$ cat src/hw/ifr_defs.svh
// constants of the input function router: offsets, resets, fields, timing
// assumes inclusion by bare name from the router's design files
`ifndef IFR_DEFS_SVH
`define IFR_DEFS_SVH

// register byte offsets
`define IFR_OFS_MAP_A    8'h00
`define IFR_OFS_MAP_B    8'h04
`define IFR_OFS_MAP_C    8'h08
`define IFR_OFS_MAP_D    8'h0c
`define IFR_OFS_MAP_E    8'h10
`define IFR_OFS_CONTACTS 8'h14
`define IFR_OFS_FUNCS    8'h18
`define IFR_OFS_CTRL     8'h1c

// reset values
`define IFR_RST_MAP_A    16'h4321
`define IFR_RST_MAP_B    16'h8765
`define IFR_RST_MAP_C    16'h00a9
`define IFR_RST_MAP_D    16'h0000
`define IFR_RST_MAP_E    16'h0000
`define IFR_RST_VIEW     1'b1

// fields and sizes
`define IFR_CTRL_VIEW_BIT 0
`define IFR_MAP_W         16
`define IFR_NUM_MAPS      5
`define IFR_NUM_CONTACTS  10
`define IFR_NUM_FUNCS     20

// digit codes
`define IFR_DIG_NONE   4'h0
`define IFR_DIG_FIRST  4'h1
`define IFR_DIG_LAST   4'ha
`define IFR_DIG_ALWAYS 4'hf

// timing
`define IFR_CLK_KHZ         25000
`define IFR_POS_RST_HOLD_MS 500

`endif

$ cat src/hw/ifr_pkg.sv
// types and the digit decode of the input function router
// assumes the constants header is on the include path
`include "ifr_defs.svh"

package ifr_pkg;

  typedef logic [3:0] ifr_digit_t;
  typedef logic [`IFR_NUM_CONTACTS-1:0] ifr_contacts_t;

  // function positions, digit by digit through the five maps
  typedef enum logic [4:0] {
    IFR_F_SERVO_ON = 5'h00, IFR_F_SPEED_1 = 5'h01,
    IFR_F_SPEED_2 = 5'h02, IFR_F_SPEED_3 = 5'h03,
    IFR_F_ALARM_CLEAR = 5'h04, IFR_F_DIRECTION = 5'h05,
    IFR_F_FWD_LIMIT = 5'h06, IFR_F_REV_LIMIT = 5'h07,
    IFR_F_EMERGENCY_HALT = 5'h08, IFR_F_STOP = 5'h09,
    IFR_F_GEAR_1 = 5'h0a, IFR_F_GEAR_2 = 5'h0b,
    IFR_F_PROP_ONLY = 5'h0c, IFR_F_GAIN_2 = 5'h0d,
    IFR_F_ERR_CLEAR = 5'h0e, IFR_F_TORQUE_LIMIT = 5'h0f,
    IFR_F_MODE_CHANGE = 5'h10, IFR_F_POS_REQUEST = 5'h11,
    IFR_F_ZERO_HOLD = 5'h12, IFR_F_POS_RESET = 5'h13
  } ifr_func_t;

  // state of one function given its digit and the contacts
  function automatic logic ifr_pick(input ifr_digit_t d,
                                    input ifr_contacts_t c);
    logic r;
    // RULE9 RULE13 default unconnected
    r = 1'b0;
    // RULE5 RULE12 contact or forced
    if (d >= `IFR_DIG_FIRST && d <= `IFR_DIG_LAST) begin
      r = c[4'(d - `IFR_DIG_FIRST)];
    end else if (d == `IFR_DIG_ALWAYS) begin
      r = 1'b1;
    end
    return r;
  endfunction

endpackage

$ cat src/hw/ifr_route.sv
// routing of every function onto the contact that its digit names
// assumes contacts already synchronised to hclk
`timescale 1ns/1ps
`include "ifr_defs.svh"

module ifr_route (
  // allocation maps
  input  logic [`IFR_MAP_W-1:0]        map_a,
  input  logic [`IFR_MAP_W-1:0]        map_b,
  input  logic [`IFR_MAP_W-1:0]        map_c,
  input  logic [`IFR_MAP_W-1:0]        map_d,
  input  logic [`IFR_MAP_W-1:0]        map_e,
  // contact states
  input  logic [`IFR_NUM_CONTACTS-1:0] contacts,
  // routed function states
  output logic [`IFR_NUM_FUNCS-1:0]    funcs
);

  wire [`IFR_MAP_W*`IFR_NUM_MAPS-1:0] all_digits;

  // digit 1 in the low nibble
  assign all_digits = {map_e, map_d, map_c, map_b, map_a};

  genvar i;
  generate
    for (i = 0; i < `IFR_NUM_FUNCS; i++) begin : g_func
      // RULE3 each function alone
      assign funcs[i] = ifr_pkg::ifr_pick(all_digits[4*i +: 4], contacts);
    end
  endgenerate

endmodule

$ cat src/hw/ifr_top.sv
// input function router: ahb-lite registers, contact sync, routing, display
// assumes a single ahb-lite master, contacts straight from connector pins
//
// What this block does
// RULE1 - contact ten shows leftmost, contact one rightmost on the indicator.
// RULE2 - with status view selected, indicator follows each contact's state.
// RULE3 - twenty functions, each routed independently onto ten contacts.
// RULE4 - one nibble per function in five maps, digit one lowest.
// RULE5 - digit 1 to 9 picks contacts one to nine, A picks ten.
// RULE6 - several digits may name one contact; all follow it together.
// RULE7 - writing a map changes routing at once, no commit needed.
// RULE8 - software should turn off parameter saving before changing maps.
// RULE9 - digit 0 leaves the function unconnected and never asserted.
// RULE10 - position data reset fires only after 500 ms held high.
// RULE11 - reset maps give the default contact order of functions.
// RULE12 - digit F holds the function asserted regardless of contacts.
// RULE13 - digits B to E act as unconnected, like 0.
`timescale 1ns/1ps
`include "ifr_defs.svh"

module ifr_top #(
  parameter logic [23:0] POS_RST_HOLD_CYC =
    24'(`IFR_POS_RST_HOLD_MS * `IFR_CLK_KHZ)
) (
  // clock and reset
  input  logic                         hclk,
  input  logic                         hresetn,
  // ahb-lite slave
  input  logic                         hsel,
  input  logic [31:0]                  haddr,
  input  logic [1:0]                   htrans,
  input  logic                         hwrite,
  input  logic [2:0]                   hsize,
  input  logic [31:0]                  hwdata,
  input  logic                         hready,
  output logic                         hreadyout,
  output logic [31:0]                  hrdata,
  output logic                         hresp,
  // contact pins
  input  logic [`IFR_NUM_CONTACTS-1:0] input_contact,
  // function outputs
  output logic [`IFR_NUM_FUNCS-1:0]    func_active,
  output logic                         pos_reset_pulse,
  // indicator, bit 9 is contact ten
  output logic [`IFR_NUM_CONTACTS-1:0] disp_led
);

  localparam int NC = `IFR_NUM_CONTACTS;
  localparam int NF = `IFR_NUM_FUNCS;

  // bus phase registers
  logic                   wr_q;
  logic                   wr_d;
  logic                   rd_q;
  logic                   rd_d;
  logic [7:0]             addr_q;
  logic [7:0]             addr_d;
  logic                   hi_ok_q;
  logic                   hi_ok_d;

  // programmable state
  logic [`IFR_MAP_W-1:0]  map_q [0:`IFR_NUM_MAPS-1];
  logic                   view_q;

  // contact synchroniser and settled state
  logic [NC-1:0]          s1_q;
  logic [NC-1:0]          s2_q;
  logic [NC-1:0]          s3_q;
  logic [NC-1:0]          in_q;
  logic [NC-1:0]          in_d;

  // outputs and hold timer
  logic [NF-1:0]          func_q;
  logic [NF-1:0]          func_d;
  logic [NC-1:0]          led_q;
  logic [NC-1:0]          led_d;
  logic [23:0]            hold_q;
  logic [23:0]            hold_d;
  logic                   pulse_q;
  logic                   pulse_d;

  // address and data phase decode, read data, sync agreement and hold timer wires
  wire req_ok;
  wire map_hit;
  wire ctrl_hit;
  wire wr_map;
  wire wr_ctrl;
  wire [2:0] map_idx;
  wire [31:0] rd_mux;
  wire [NC-1:0] agree;
  wire pos_fn;

  assign req_ok = hsel && hready && htrans[1] && hsize == 3'h2;
  assign wr_d = req_ok && hwrite;
  assign rd_d = req_ok && !hwrite;
  assign addr_d = {haddr[7:2], 2'h0};
  assign hi_ok_d = haddr[31:8] == 24'h0;

  // data phase decode of the captured address
  assign map_idx = addr_q[4:2];
  assign map_hit = addr_q <= `IFR_OFS_MAP_E && hi_ok_q;
  assign ctrl_hit = addr_q == `IFR_OFS_CTRL;
  assign wr_map = wr_q && map_hit;
  assign wr_ctrl = wr_q && ctrl_hit;

  // read data: maps, contacts, functions, control, else zero
  assign rd_mux =
    map_hit ? {16'h0, map_q[map_idx]} :
    addr_q == `IFR_OFS_CONTACTS ? {22'h0, in_q} :
    addr_q == `IFR_OFS_FUNCS ? {12'h0, func_q} :
    ctrl_hit ? {31'h0, view_q} : 32'h0;

  assign hreadyout = 1'b1;
  assign hresp = 1'b0;
  assign hrdata = rd_q ? rd_mux : 32'h0;

  always_ff @(posedge hclk or negedge hresetn) begin
    if (!hresetn) begin
      wr_q <= 1'b0;
      rd_q <= 1'b0;
      addr_q <= 8'h0;
      hi_ok_q <= 1'b0;
    end else if (hready) begin
      wr_q <= wr_d;
      rd_q <= rd_d;
      addr_q <= addr_d;
      hi_ok_q <= hi_ok_d;
    end
  end

  // RULE11 default map values
  // RULE7 map writes apply at once
  always_ff @(posedge hclk or negedge hresetn) begin
    if (!hresetn) begin
      map_q[0] <= `IFR_RST_MAP_A;
      map_q[1] <= `IFR_RST_MAP_B;
      map_q[2] <= `IFR_RST_MAP_C;
      map_q[3] <= `IFR_RST_MAP_D;
      map_q[4] <= `IFR_RST_MAP_E;
    end else if (wr_map) begin
      map_q[map_idx] <= hwdata[`IFR_MAP_W-1:0];
    end
  end

  always_ff @(posedge hclk or negedge hresetn) begin
    if (!hresetn) begin
      view_q <= `IFR_RST_VIEW;
    end else if (wr_ctrl) begin
      view_q <= hwdata[`IFR_CTRL_VIEW_BIT];
    end
  end

  // three stage sync, accepted when stages two and three agree
  assign agree = ~(s2_q ^ s3_q);
  assign in_d = (s3_q & agree) | (in_q & ~agree);

  always_ff @(posedge hclk or negedge hresetn) begin
    if (!hresetn) begin
      s1_q <= '0;
      s2_q <= '0;
      s3_q <= '0;
      in_q <= '0;
    end else begin
      s1_q <= input_contact;
      s2_q <= s1_q;
      s3_q <= s2_q;
      in_q <= in_d;
    end
  end

  // RULE4 nibble per function
  // RULE6 shared contacts
  ifr_route u_route (
    .map_a    (map_q[0]),
    .map_b    (map_q[1]),
    .map_c    (map_q[2]),
    .map_d    (map_q[3]),
    .map_e    (map_q[4]),
    .contacts (in_q),
    .funcs    (func_d)
  );

  // RULE1 fixed indicator order
  // RULE2 view gates indicator
  assign led_d = view_q ? in_q : '0;

  // RULE10 hold then pulse
  assign pos_fn = func_q[ifr_pkg::IFR_F_POS_RESET];
  assign hold_d = !pos_fn ? 24'h0 :
                  hold_q == POS_RST_HOLD_CYC ? hold_q : hold_q + 24'h1;
  assign pulse_d = pos_fn && hold_q == POS_RST_HOLD_CYC - 24'h1;

  always_ff @(posedge hclk or negedge hresetn) begin
    if (!hresetn) begin
      func_q <= '0;
      led_q <= '0;
      hold_q <= 24'h0;
      pulse_q <= 1'b0;
    end else begin
      func_q <= func_d;
      led_q <= led_d;
      hold_q <= hold_d;
      pulse_q <= pulse_d;
    end
  end

  assign func_active = func_q;
  assign disp_led = led_q;
  assign pos_reset_pulse = pulse_q;

  wire [3:0] dig0;
  wire [3:0] dig1;
  wire [3:0] dig5;
  wire [3:0] dig19;

  assign dig0 = map_q[0][3:0];
  assign dig1 = map_q[0][7:4];
  assign dig5 = map_q[1][7:4];
  assign dig19 = map_q[4][15:12];
endmodule

$ cat config.mk
export PLATFORM = sky130hd
export DESIGN_NAME = ifr_top
export DESIGN_NICKNAME = d
export VERILOG_FILES = /design/src/hw/ifr_pkg.sv /design/src/hw/ifr_route.sv /design/src/hw/ifr_top.sv
export VERILOG_INCLUDE_DIRS = /design/src /design/src/hw
export SDC_FILE = /design/constraint.sdc
export NUM_CORES = 1
export LEC_CHECK = 0
export BUFFER_PORTS_ARGS = -buffer_cell sky130_fd_sc_hd__buf_2
export CORE_ASPECT_RATIO = 1.75
export CORE_UTILIZATION = 30
export CTS_CLUSTER_SIZE = 20
export DETAILED_ROUTE_END_ITERATION = 12
export HOLD_SLACK_MARGIN = 0.15
export PLACE_DENSITY_LB_ADDON = 0.05
export SYNTH_ARGS = -nofsm -noshare
export SYNTH_HDL_FRONTEND = slang
export SYNTH_HIERARCHICAL = 1
export SYNTH_SLANG_ARGS = --single-unit
export TNS_END_PERCENT = 20
$ cat constraint.sdc
create_clock -name hclk -period 6.14 [get_ports hclk]
set_clock_uncertainty 0.1 [all_clocks]
set_input_delay 0.307 -clock hclk [delete_from_list [all_inputs] [get_ports hclk]]
set_output_delay 0.307 -clock hclk [all_outputs]
set_load 0.01 [all_outputs]
; ---- Word-level counts from Yosys, hierarchy flattened
; Index checks and enable logic that the tools add are counted.
; Widths: inputs -> output; s select.
[op_classes]
add_sub_neg = 21
n_lt_le_gt_ge = 63
n_eq_ne = 27
muxes = 94
bitwise_logic = 7
n_reduce_logical = 32
[ops]
columns = operator, count
row1 = $lt 4x5->1 const B, 20
row2 = $bmux 1 s4, 20
row3 = $bwmux 80, 1
row4 = $eq 4x4->1 const B, 20
row5 = $ge 4x1->1 const B, 20
row6 = $le 4x4->1 const B, 20
row7 = $mux 20, 4
row8 = $sub 4x1->4 const B, 20
row9 = $mux 1, 61
row10 = $bmux 16 s3, 1
row11 = $demux 16 s3, 1
row12 = $eq 24x24->1 const B, 2
row13 = $mux 16, 3
row14 = $mux 24, 2
row15 = $logic_and 1x1->1, 30
row16 = $add 24x1->24 const B, 1
row17 = $logic_not 24->1, 1
row18 = $and 10x10->10, 2
row19 = $not 10->10, 2
row20 = $eq 6x3->1 const B, 3
row21 = $mux 10, 1
row22 = $or 10x10->10, 1
row23 = $xor 10x10->10, 1
row24 = $le 8x5->1 const B, 1
row25 = 6 further kinds, 6
[word_totals]
register_bits = 185
inputBits = 84
output_inout_bits = 65
word_cells = 262

; ---- Longest topological paths before layout
; Gate-level depths: netlist of the first run.
[depth]
ltp_word = 6
ltp_mapped = 7
mapped_depth_nobuf = 7

; ---- Cells and area by module
; The synthesis of the first run kept the hierarchy.
[modules_own_cells]
columns = mod, n_inst, cells_each, area_each_um2, seq_area_each_um2
row1 = ifr_top, 1, 638, 7980.2, 4652.0
row2 = ifr_route, 1, 504, 4349.2, 0.0

; ---- Worst setup path before layout of the first run
; OpenSTA, ideal clock, no wires.
[synth_path]
path_kind = register to output
start = register addr_q[3]
end = output port hrdata[13]
arrival_time_ns = 1.775
required_time_ns = 5.733
path_slack_ns = 3.958
path_stages_with_launch = 7
path_buffers = 2
path_cell_list = dfrtp_1 > clkbuf_1 > clkbuf_1 > mux2_2 > a222oi_1 > o21ai_0 > a22o_1
[synth_via]
elab_chain_len = 6
word_cells_on_any_way = 12
classes_between = order compare: 1 / eq/ne: 2 / mux: 7 / bitwise: 1 / reduce/logical: 1
[synth_lines]
columns = item, line
row1 = start: declaration, ifr_top.sv:56  ; logic [7:0] addr_q;
row2 = start signal: assignment, ifr_top.sv:126  ; addr_q <= addr_d;
row3 = "parallel branches: the longest is 4 deep, another holds $le 8x5->1", -
row4 = $mux 20 *, ifr_top.sv:108  ; map_hit ? {16'h0, map_q[map_idx]} :
row5 = $mux 20 *, ifr_top.sv:115  ; assign hrdata = rd_q ? rd_mux : 32'h0;
row6 = end: declaration, ifr_top.sv:37  ; output logic [31:0] hrdata,
; Every way passes the cells marked *. The select of a mux whose other input is x is not followed.

; ---- Worst setup path in the final report of the first run
[layout_path]
start = register addr_q[4]
end = output port hrdata[8]
; The elaborated chain is that of the path after synthesis.

==> metrics.csv, run 1 <==
metric;value;unit
part of the power in registers;42.7;%
Least-Margin Pin Slew;1.06;ns
mux contribution to synthesized area;20.4;%
drt drc;0;
top-count cell post-synth;dfrtp_1;
area occupied by multi-input gates;7170;µm²
synth cell count leaders;167 x dfrtp_1, 104 x mux2_2, 82 x ha_1;
met2 wire length;22.6;mm
crit path DAT;3.23;ns
pwr dens;232;nW/µm²
htree depth;4;
Logic pwr share;20.4;%
final slew viol count;0;
DRT iter0 DRCs;431;
post-CTS repair timing setup buffer count;0;
Max Cap Violations;0;
Post-Syn Instances;1142;
Total GRT Usage;19.8;%
Net Sw Frac;34.4;%
met3 routed WL;727;µm
CTS tree;done;
largest net degree at the start of global routing;97;
max_slew headroom;29.1;%
Port Buffer Count;115;
top routing layer in use;met5;
Clock Tree Buf Depth;2;
DR pass1 iterations;5;
xor and xnor fraction of the mapped netlist area;2.27;%
Clk pwr share;36.9;%
GP Congestion;0.773;
routed wire length;40.2;mm
post-CTS sizing;0;
setup TNS;0;ns
number of synthesized register bits;185;
largest family of logic cells by synthesized area;multiplexers;
# setup viols final;0;
Die Ht;270;µm
CTS buffer count;17;
I/O pin count;149;
top_reg_cell synth;dfrtp_1;
DR WL/cell;21.9;µm
initial core utilization;30.6;%
initial antenna violation count;1;
maximum clock frequency;275;MHz
maximum VDD drop;0.161;mV
Clock Sinks;185;
nets@finish;1444;
crit path kind;reg -> out;
Hold Buf Count CTS;44;
fin area;14500;µm²
P_int;2.21;mW
synthesized area;12300;µm²
placed inst area;13400;µm²
Clock Pin Slew Worst Setup and Hold Paths;0.09;ns
Area Overhead vs Synth;18.0;%
Psw;1.16;mW
Worst EP required;5.73;ns
Leakage;6.36;nW
Yosys top cell area share;33.9;%
fin cells;1835;
FF/Latch Area;4650;µm²
first-pass GRT wire length;61.3;mm
Mapped Avg Cell Area;10.8;µm²
Synth area leaders;dfrtp_1 34%, mux2_2 9.5%, ha_1 8.3%, mux4_1 4.0%, dfstp_2 3.8%;
Post-Synth Adder-Cell Area;9.13;%
via/cell ratio;5.22;
M1 WL;15.8;mm
period utilization;59.2;%
CP max FO;38;
sequential share of the synthesized area;37.7;%
Synth Warn #;6;
Antenna Nets Post-Route;0;
core area;40300;µm²
Synth area leader;dfrtp_1;
vias in the first global route;9980;
min cycle time layout;3.64;ns
unrepaired setup endpoints after global routing;no;
final hold viol count;0;
dpl cells;1759;
simple logic cell fraction of the synthesized area;15.1;%
DR vias;9586;
die width;155;µm
row count;97;
share of synthesized registers carrying an async set or reset;100;%
post-route core utilization;36.1;%
Worst Setup End Kind;primary output;
CTS root buffer;clkbuf_16;
Post-synth EDFFs;0;
dpl hpwl;27.5;mm
full die area;41900;µm²
share of cells above drive strength 1;26.1;%
Compound-Gate Fraction of Synth Area;10.7;%
clk_lat worst skew;0.48;ns
fillers;4095;
antenna cells;0;
Startpoint Class;register;
Hold Path Class;in -> reg;
post-synth cell types;70;
Remaining Overflow, GRT;0;
status;complete, no violations;
[stage by stage]
| step | total power, mW | hold WS (ns) | worst slack (ns) |
|---|---|---|---|
| final | 3.37 | 0.190 | 2.50 |
| after global routing | 3.54 | 0.177 | 2.30 |
| after CTS | 3.42 | 0.163 | 2.42 |
| after detailed placement | 2.14 | 0.235 | 2.82 |
| after global placement | 2.13 | 0.232 | 2.83 |
| after floorplan | 1.86 | -0.0886 | 3.96 |
[critical path, cell delays in order (launching register included)]
cell and delay [ns]:
dfrtp_1 0.33, buf_4 0.47, clkinv_1 0.43, or4_1 0.83, o21ai_0 0.32, o211a_1 0.23
buf_2 0.14
[power by group through the flow]
| stage | clock network [mW] | registers, mW | logic, mW |
|---|---|---|---|
| 2_1_floorplan | 0 | 1.42 | 0.442 |
| 3_3_place_gp | 0 | 1.46 | 0.670 |
| 3_5_place_dp | 0 | 1.46 | 0.672 |
| 4_1_cts | 1.29 | 1.44 | 0.696 |
| 5_1_grt | 1.33 | 1.45 | 0.755 |
| 6_report | 1.24 | 1.44 | 0.689 |
[sequential cells by signal, summed over array words and instances, names as in the netlist, 4 cells and up, named ones only]
name         cells
func_active     20
dig5             4
hold_q          24
s3_q            10
dig19            4
addr_q           6
dig1             4
s2_q            10
map_q           64
s1_q            10
dig0             4
disp_led        10
[cells in the final DEF (no fill, tap or decap), types with 11 or more instances in the layout]
cell           count
dfrtp_1          167
buf_2            114
mux2_2           104
ha_1              82
inv_1             56
nor2_1            55
nand2_1           52
dlygate4sd3_1     44
a21oi_1           43
o21ai_0           42
mux2i_1           40
nor3_1            33
nor2b_1           29
nand3b_1          23
nand3_1           22
xor2_1            20
nor3b_1           20
mux4_2            20
buf_4             19
mux4_1            19
dfstp_2           18
clkbuf_16         17
and2_1            16
a31oi_1           16
conb_1            14
or2_2             12
a22oi_1           12
xnor2_1           12
a311o_1           11
[routing by layer]
layer  global-route usage, %  vias up
li1                        -     4465
met1                    21.7     4907
met2                    38.2      162
met3                    2.34       50
met4                    7.48        2
met5                       0        -
[final timing paths]
| path | startpoint | end | slack (ns) | depth (start not counted) |
|---|---|---|---|---|
| min in group asynchronous | hresetn | dig0[3] | 0.40 | 2 |
| setup / recovery | addr_q[4] | hrdata[8] | 2.50 | 6 |
| hold reg to reg | s1_q[4] | s2_q[4] | 0.25 | 0 |
| hold / removal | hready | addr_q[6] | 0.19 | 2 |
| max in group asynchronous | hresetn | map_q[9] | 4.09 | 3 |
| setup reg to reg | addr_q[2] | map_q[59] | 2.87 | 4 |
[final cells by class]
cell class	instances	area share, %
Clock buffer	17	2.92
Clock inverter	15	1.67
Inverter	57	1.47
Multi-Input combinational cell	839	49.3
Sequential cell	185	32.0
Tap cell	544	4.68
Timing Repair Buffer	178	8.02
[cell families (layout without fill, tap and decap cells)]
| logic type | after synthesis | count (layout) |
|---|---|---|
| simple gates | 326 | 326 |
| compound gates | 192 | 192 |
| flops | 185 | 185 |
| mux | 183 | 183 |
| buf+inv | 130 | 267 |
| fa+ha+maj | 92 | 92 |
| xor+xnor | 32 | 32 |
| other cells | 2 | 14 |
No activity file was read; power rests on OpenSTA's default activity.
==> run 2: changes to the inputs <==
- clock period: 6.14 -> 3.23 ns (I/O delays scaled with it)
==> metrics.csv, run 2 (synthesized netlist as in run 1, its figures left out) <==
metric;value;unit
DR vias;9698;
Clock Pin Slew Worst Setup and Hold Paths;0.09;ns
Least-Margin Pin Slew;1.03;ns
largest net degree at the start of global routing;88;
core area;40300;µm²
Total GRT Usage;19.8;%
Hold Path Class;in -> async;
crit path kind;reg -> out;
initial antenna violation count;0;
clk_lat worst skew;0.47;ns
r2r endpoint;map_q[25];
vias in the first global route;10000;
Startpoint Class;register;
antenna cells;0;
final hold viol count;0;
Remaining Overflow, GRT;0;
CTS root buffer;clkbuf_16;
fillers;4151;
Worst Setup End Kind;primary output;
DR pass1 iterations;5;
htree depth;4;
max reg flops;64;
unrepaired setup endpoints after global routing;no;
first-pass GRT wire length;61.3;mm
maximum VDD drop;0.265;mV
pwr dens;430;nW/µm²
Net Sw Frac;33.7;%
dpl hpwl;28.7;mm
P_int;4.22;mW
die width;155;µm
Hold Slack;0.189;ns
commonest non-fill, non-tap cell in the layout;dfrtp_1;
CTS tree;done;
crit path DAT;2.71;ns
Clock Tree Buf Depth;2;
min cycle time layout;2.97;ns
part of the power in registers;43.7;%
Clock Sinks;185;
# setup viols final;0;
initial core utilization;30.6;%
Psw;2.14;mW
GP Congestion;0.790;
share of cells above drive strength 1;27.2;%
period utilization;92.0;%
via/cell ratio;5.21;
Area Overhead vs Synth;19.9;%
nets@finish;1470;
row count;97;
crit path to;hrdata[8];
full die area;41900;µm²
DR WL/cell;21.7;µm
Reg-to-Reg Start;addr_q[2];
CP max FO;10;
Leakage;6.49;nW
Crit. Startpoint;addr_q[4];
Worst Reg-to-Reg Cells;4;
routed wire length;40.4;mm
Die Ht;270;µm
Worst EP required;2.97;ns
maximum clock frequency;337;MHz
Antenna Nets Post-Route;0;
setup TNS;0;ns
fin area;14800;µm²
placed inst area;13700;µm²
drt drc;0;
DRT iter0 DRCs;388;
status;complete, no violations;
final slew viol count;0;
max_slew headroom;31.1;%
Max Cap Violations;0;
I/O pin count;149;
most frequent cells in the layout;167 x dfrtp_1, 114 x buf_2, 104 x mux2_2;
Clk pwr share;35.7;%
post-CTS repair timing setup buffer count;0;
Reg2Reg Setup Slack;0.83;ns
Largest Register;map_q;
CTS buffer count;17;
Logic pwr share;20.6;%
Port Buffer Count;115;
## run 2: layout make-up
class	count	area [µm²]	area share, %
Clock buffer	18	439	2.97
Clock inverter	14	195	1.32
Inverter	57	214	1.45
Multi-Input combinational cell	839	7170	48.5
Sequential cell	185	4650	31.5
Tap cell	544	681	4.60
Timing Repair Buffer	204	1440	9.72
## run 2: power groups by stage
| stage | sequential, mW | clock (mW) | combinational [mW] |
|---|---|---|---|
| 2_1_floorplan | 2.69 | 0 | 0.840 |
| 3_3_place_gp | 2.84 | 0 | 1.26 |
| 3_5_place_dp | 2.84 | 0 | 1.27 |
| 4_1_cts | 2.79 | 2.36 | 1.32 |
| 5_1_grt | 2.82 | 2.43 | 1.43 |
| 6_report | 2.78 | 2.27 | 1.31 |
## run 2: worst max-delay path: stages, from the launching register on
cell and delay (ns):
dfrtp_1 0.36, clkinv_1 0.25, or4_1 0.83, o21ai_0 0.41, o211a_1 0.26, buf_2 0.14
## run 2: layer usage
layer  track usage [%]  up-vias  routed length [µm]
met5                 0        -                   0
met4              8.13        0                1320
met3              2.55       61                 893
met2              37.8      166               22500
met1              21.5     4941               15700
li1                  -     4530                   -
## run 2: how the worst min path moves through the flow
stage	from	to	slack (ns)	cells after the start
after detailed placement	input_contact[7]	s1_q[7]	0.17	1
after floorplan	hresetn	async pin	-0.23	0
final	hresetn	hold_q[4]	0.19	2
after global placement	input_contact[5]	s1_q[5]	0.17	1
after CTS	input_contact[7]	s1_q[7]	0.20	2
after global routing	input_contact[5]	s1_q[5]	0.21	2
## run 2: repair_timing
action                    4_1_cts  5_1_grt
hold buffers                   49        0
gates resized for setup         0        0
hold endpoints to repair      177        0
## run 2: through the flow
stage | setup WS, ns | std cells | util (%) | total power [mW]
4_1_cts | 0.201 | 1861 | 36.7 | 6.48
3_5_place_dp | 0.701 | 1780 | 33.9 | 4.11
5_1_grt | 0.0667 | 1861 | 36.7 | 6.68
6_report | 0.259 | 1861 | 36.7 | 6.36
3_3_place_gp | 0.737 | 1780 | 33.9 | 4.10
2_1_floorplan | 1.18 | 1154 | - | 3.53
==> run 3: changes to the inputs <==
- CORE_MARGIN: default -> 3
- CORE_UTILIZATION: 30 -> 45
- CTS_CLUSTER_SIZE: 20 -> 28
==> metrics.csv, run 3 (synthesized netlist as in run 1, its figures left out) <==
metric;value;unit
fin cells;1670;
I/O pin count;149;
Max Cap Violations;0;
crit path kind;reg -> out;
DR vias;9677;
core area;26800;µm²
CP max FO;18;
Least-Margin Pin Slew;1.12;ns
total power;6.15;mW
DRT iter0 DRCs;586;
row count;79;
Clock Tree Buf Depth;2;
maximum VDD drop;0.436;mV
min cycle time layout;2.94;ns
initial core utilization;46.0;%
worst path bufs/invs;2;
Leakage;6.41;nW
final hold viol count;0;
share of cells above drive strength 1;26.6;%
commonest non-fill, non-tap cell in the layout;dfrtp_1;
full die area;29500;µm²
GP Congestion;0.854;
clk_lat worst skew;0.46;ns
Clock Sinks;185;
pre-CTS setup slack;0.629;ns
Crit path max-delay family;flip-flops;
Worst path depth;6;
post-CTS repair timing setup buffer count;0;
Largest Register;map_q;
htree depth;4;
PnR worst setup slack;0.287;ns
post-CTS sizing;0;
Worst Setup End Kind;primary output;
max reg flops;64;
Total GRT Usage;24.2;%
CTS root buffer;clkbuf_16;
vias in the first global route;9782;
status;complete, no violations;
Startpoint Class;register;
max incr delay on CP;0.64;ns
drt drc;0;
via/cell ratio;5.79;
fillers;2417;
dpl cells;1589;
# setup viols final;0;
die width;131;µm
Hold Path Class;in -> async;
routed wire length;35.5;mm
pwr dens;427;nW/µm²
unrepaired setup endpoints after global routing;no;
period utilization;91.1;%
Reg-to-Reg Start;addr_q[2];
Remaining Overflow, GRT;0;
Hold Slack;0.231;ns
Area Overhead vs Synth;16.8;%
Critical Path, Cell by Cell;buf_4, o21ai_0, and3_1, o211ai_1, nand2_1, buf_2;
setup TNS;0;ns
DR WL/cell;21.2;µm
antenna cells;0;
CTS buffer count;17;
first-pass GRT wire length;55.5;mm
largest net degree at the start of global routing;86;
Worst EP required;2.97;ns
Antenna Nets Post-Route;0;
Die Ht;225;µm
crit path DAT;2.68;ns
final slew viol count;0;
Clock Pin Slew Worst Setup and Hold Paths;0.08;ns
most frequent cells in the layout;167 x dfrtp_1, 114 x buf_2, 104 x mux2_2;
Hold Buf Count CTS;49;
maximum clock frequency;340;MHz
max_slew headroom;25.1;%
dpl hpwl;24.4;mm
DR pass1 iterations;6;
Crit. Startpoint;addr_q[2];
CP max stage cell;dfrtp_1;
Port Buffer Count;115;
CTS tree;done;
Worst Reg-to-Reg Cells;4;
initial antenna violation count;0;
nets@finish;1459;
==> run 3: cell count changes in the layout (fill, tap and decap cells not counted) <==
cell	previous run	this run
inv_6	3	4
clkinv_4	0	1
inv_12	1	0
clkbuf_8	2	1
clkinvlp_4	0	2
clkinv_8	8	5
buf_12	5	2
inv_8	2	3
buf_4	35	27
nor4b_4	1	0
nor4b_2	0	1
==> run 3: cell type report <==
type,instances,area (µm²),share of cell area (%)
Multi-Input combinational cell,839,7160,49.7
Sequential cell,185,4650,32.3
Timing Repair Buffer,193,1320,9.15
Tap cell,364,455,3.16
Clock buffer,17,425,2.96
Inverter,57,214,1.49
Clock inverter,15,174,1.21
==> run 3: metal layers <==
layer | routed length (µm) | vias up | track usage (%)
met2 | 18800 | 247 | 43.7
li1 | - | 4491 | -
met3 | 1420 | 57 | 3.33
met1 | 14100 | 4882 | 28.8
met4 | 1130 | 0 | 10.7
met5 | 0 | - | 0
==> run 3: through the flow <==
| stage | utilization [%] | instance area, µm² |
|---|---|---|
| 2_1_floorplan | - | 12400 |
| 5_1_grt | 53.7 | 14400 |
| 3_5_place_dp | 49.7 | 13300 |
| 4_1_cts | 53.7 | 14400 |
| 3_3_place_gp | 49.7 | 13300 |
| 6_report | 53.7 | 14400 |
==> run 3: path summary, 6_finish.rpt <==
path | to | slack [ns]
setup / recovery | hrdata[15] | 0.29
hold / removal | async pin | 0.23
setup reg to reg | map_q[3] | 0.60
hold reg to reg | s2_q[6] | 0.25
max in group asynchronous | map_q[58] | 1.97
min in group hclk | s1_q[8] | 0.23
==> run 3: power by group <==
group          internal [mW]  switching [mW]  total [mW]
clock                   1.04            1.09        2.13
sequential              2.48           0.331        2.81
combinational          0.634           0.577        1.21
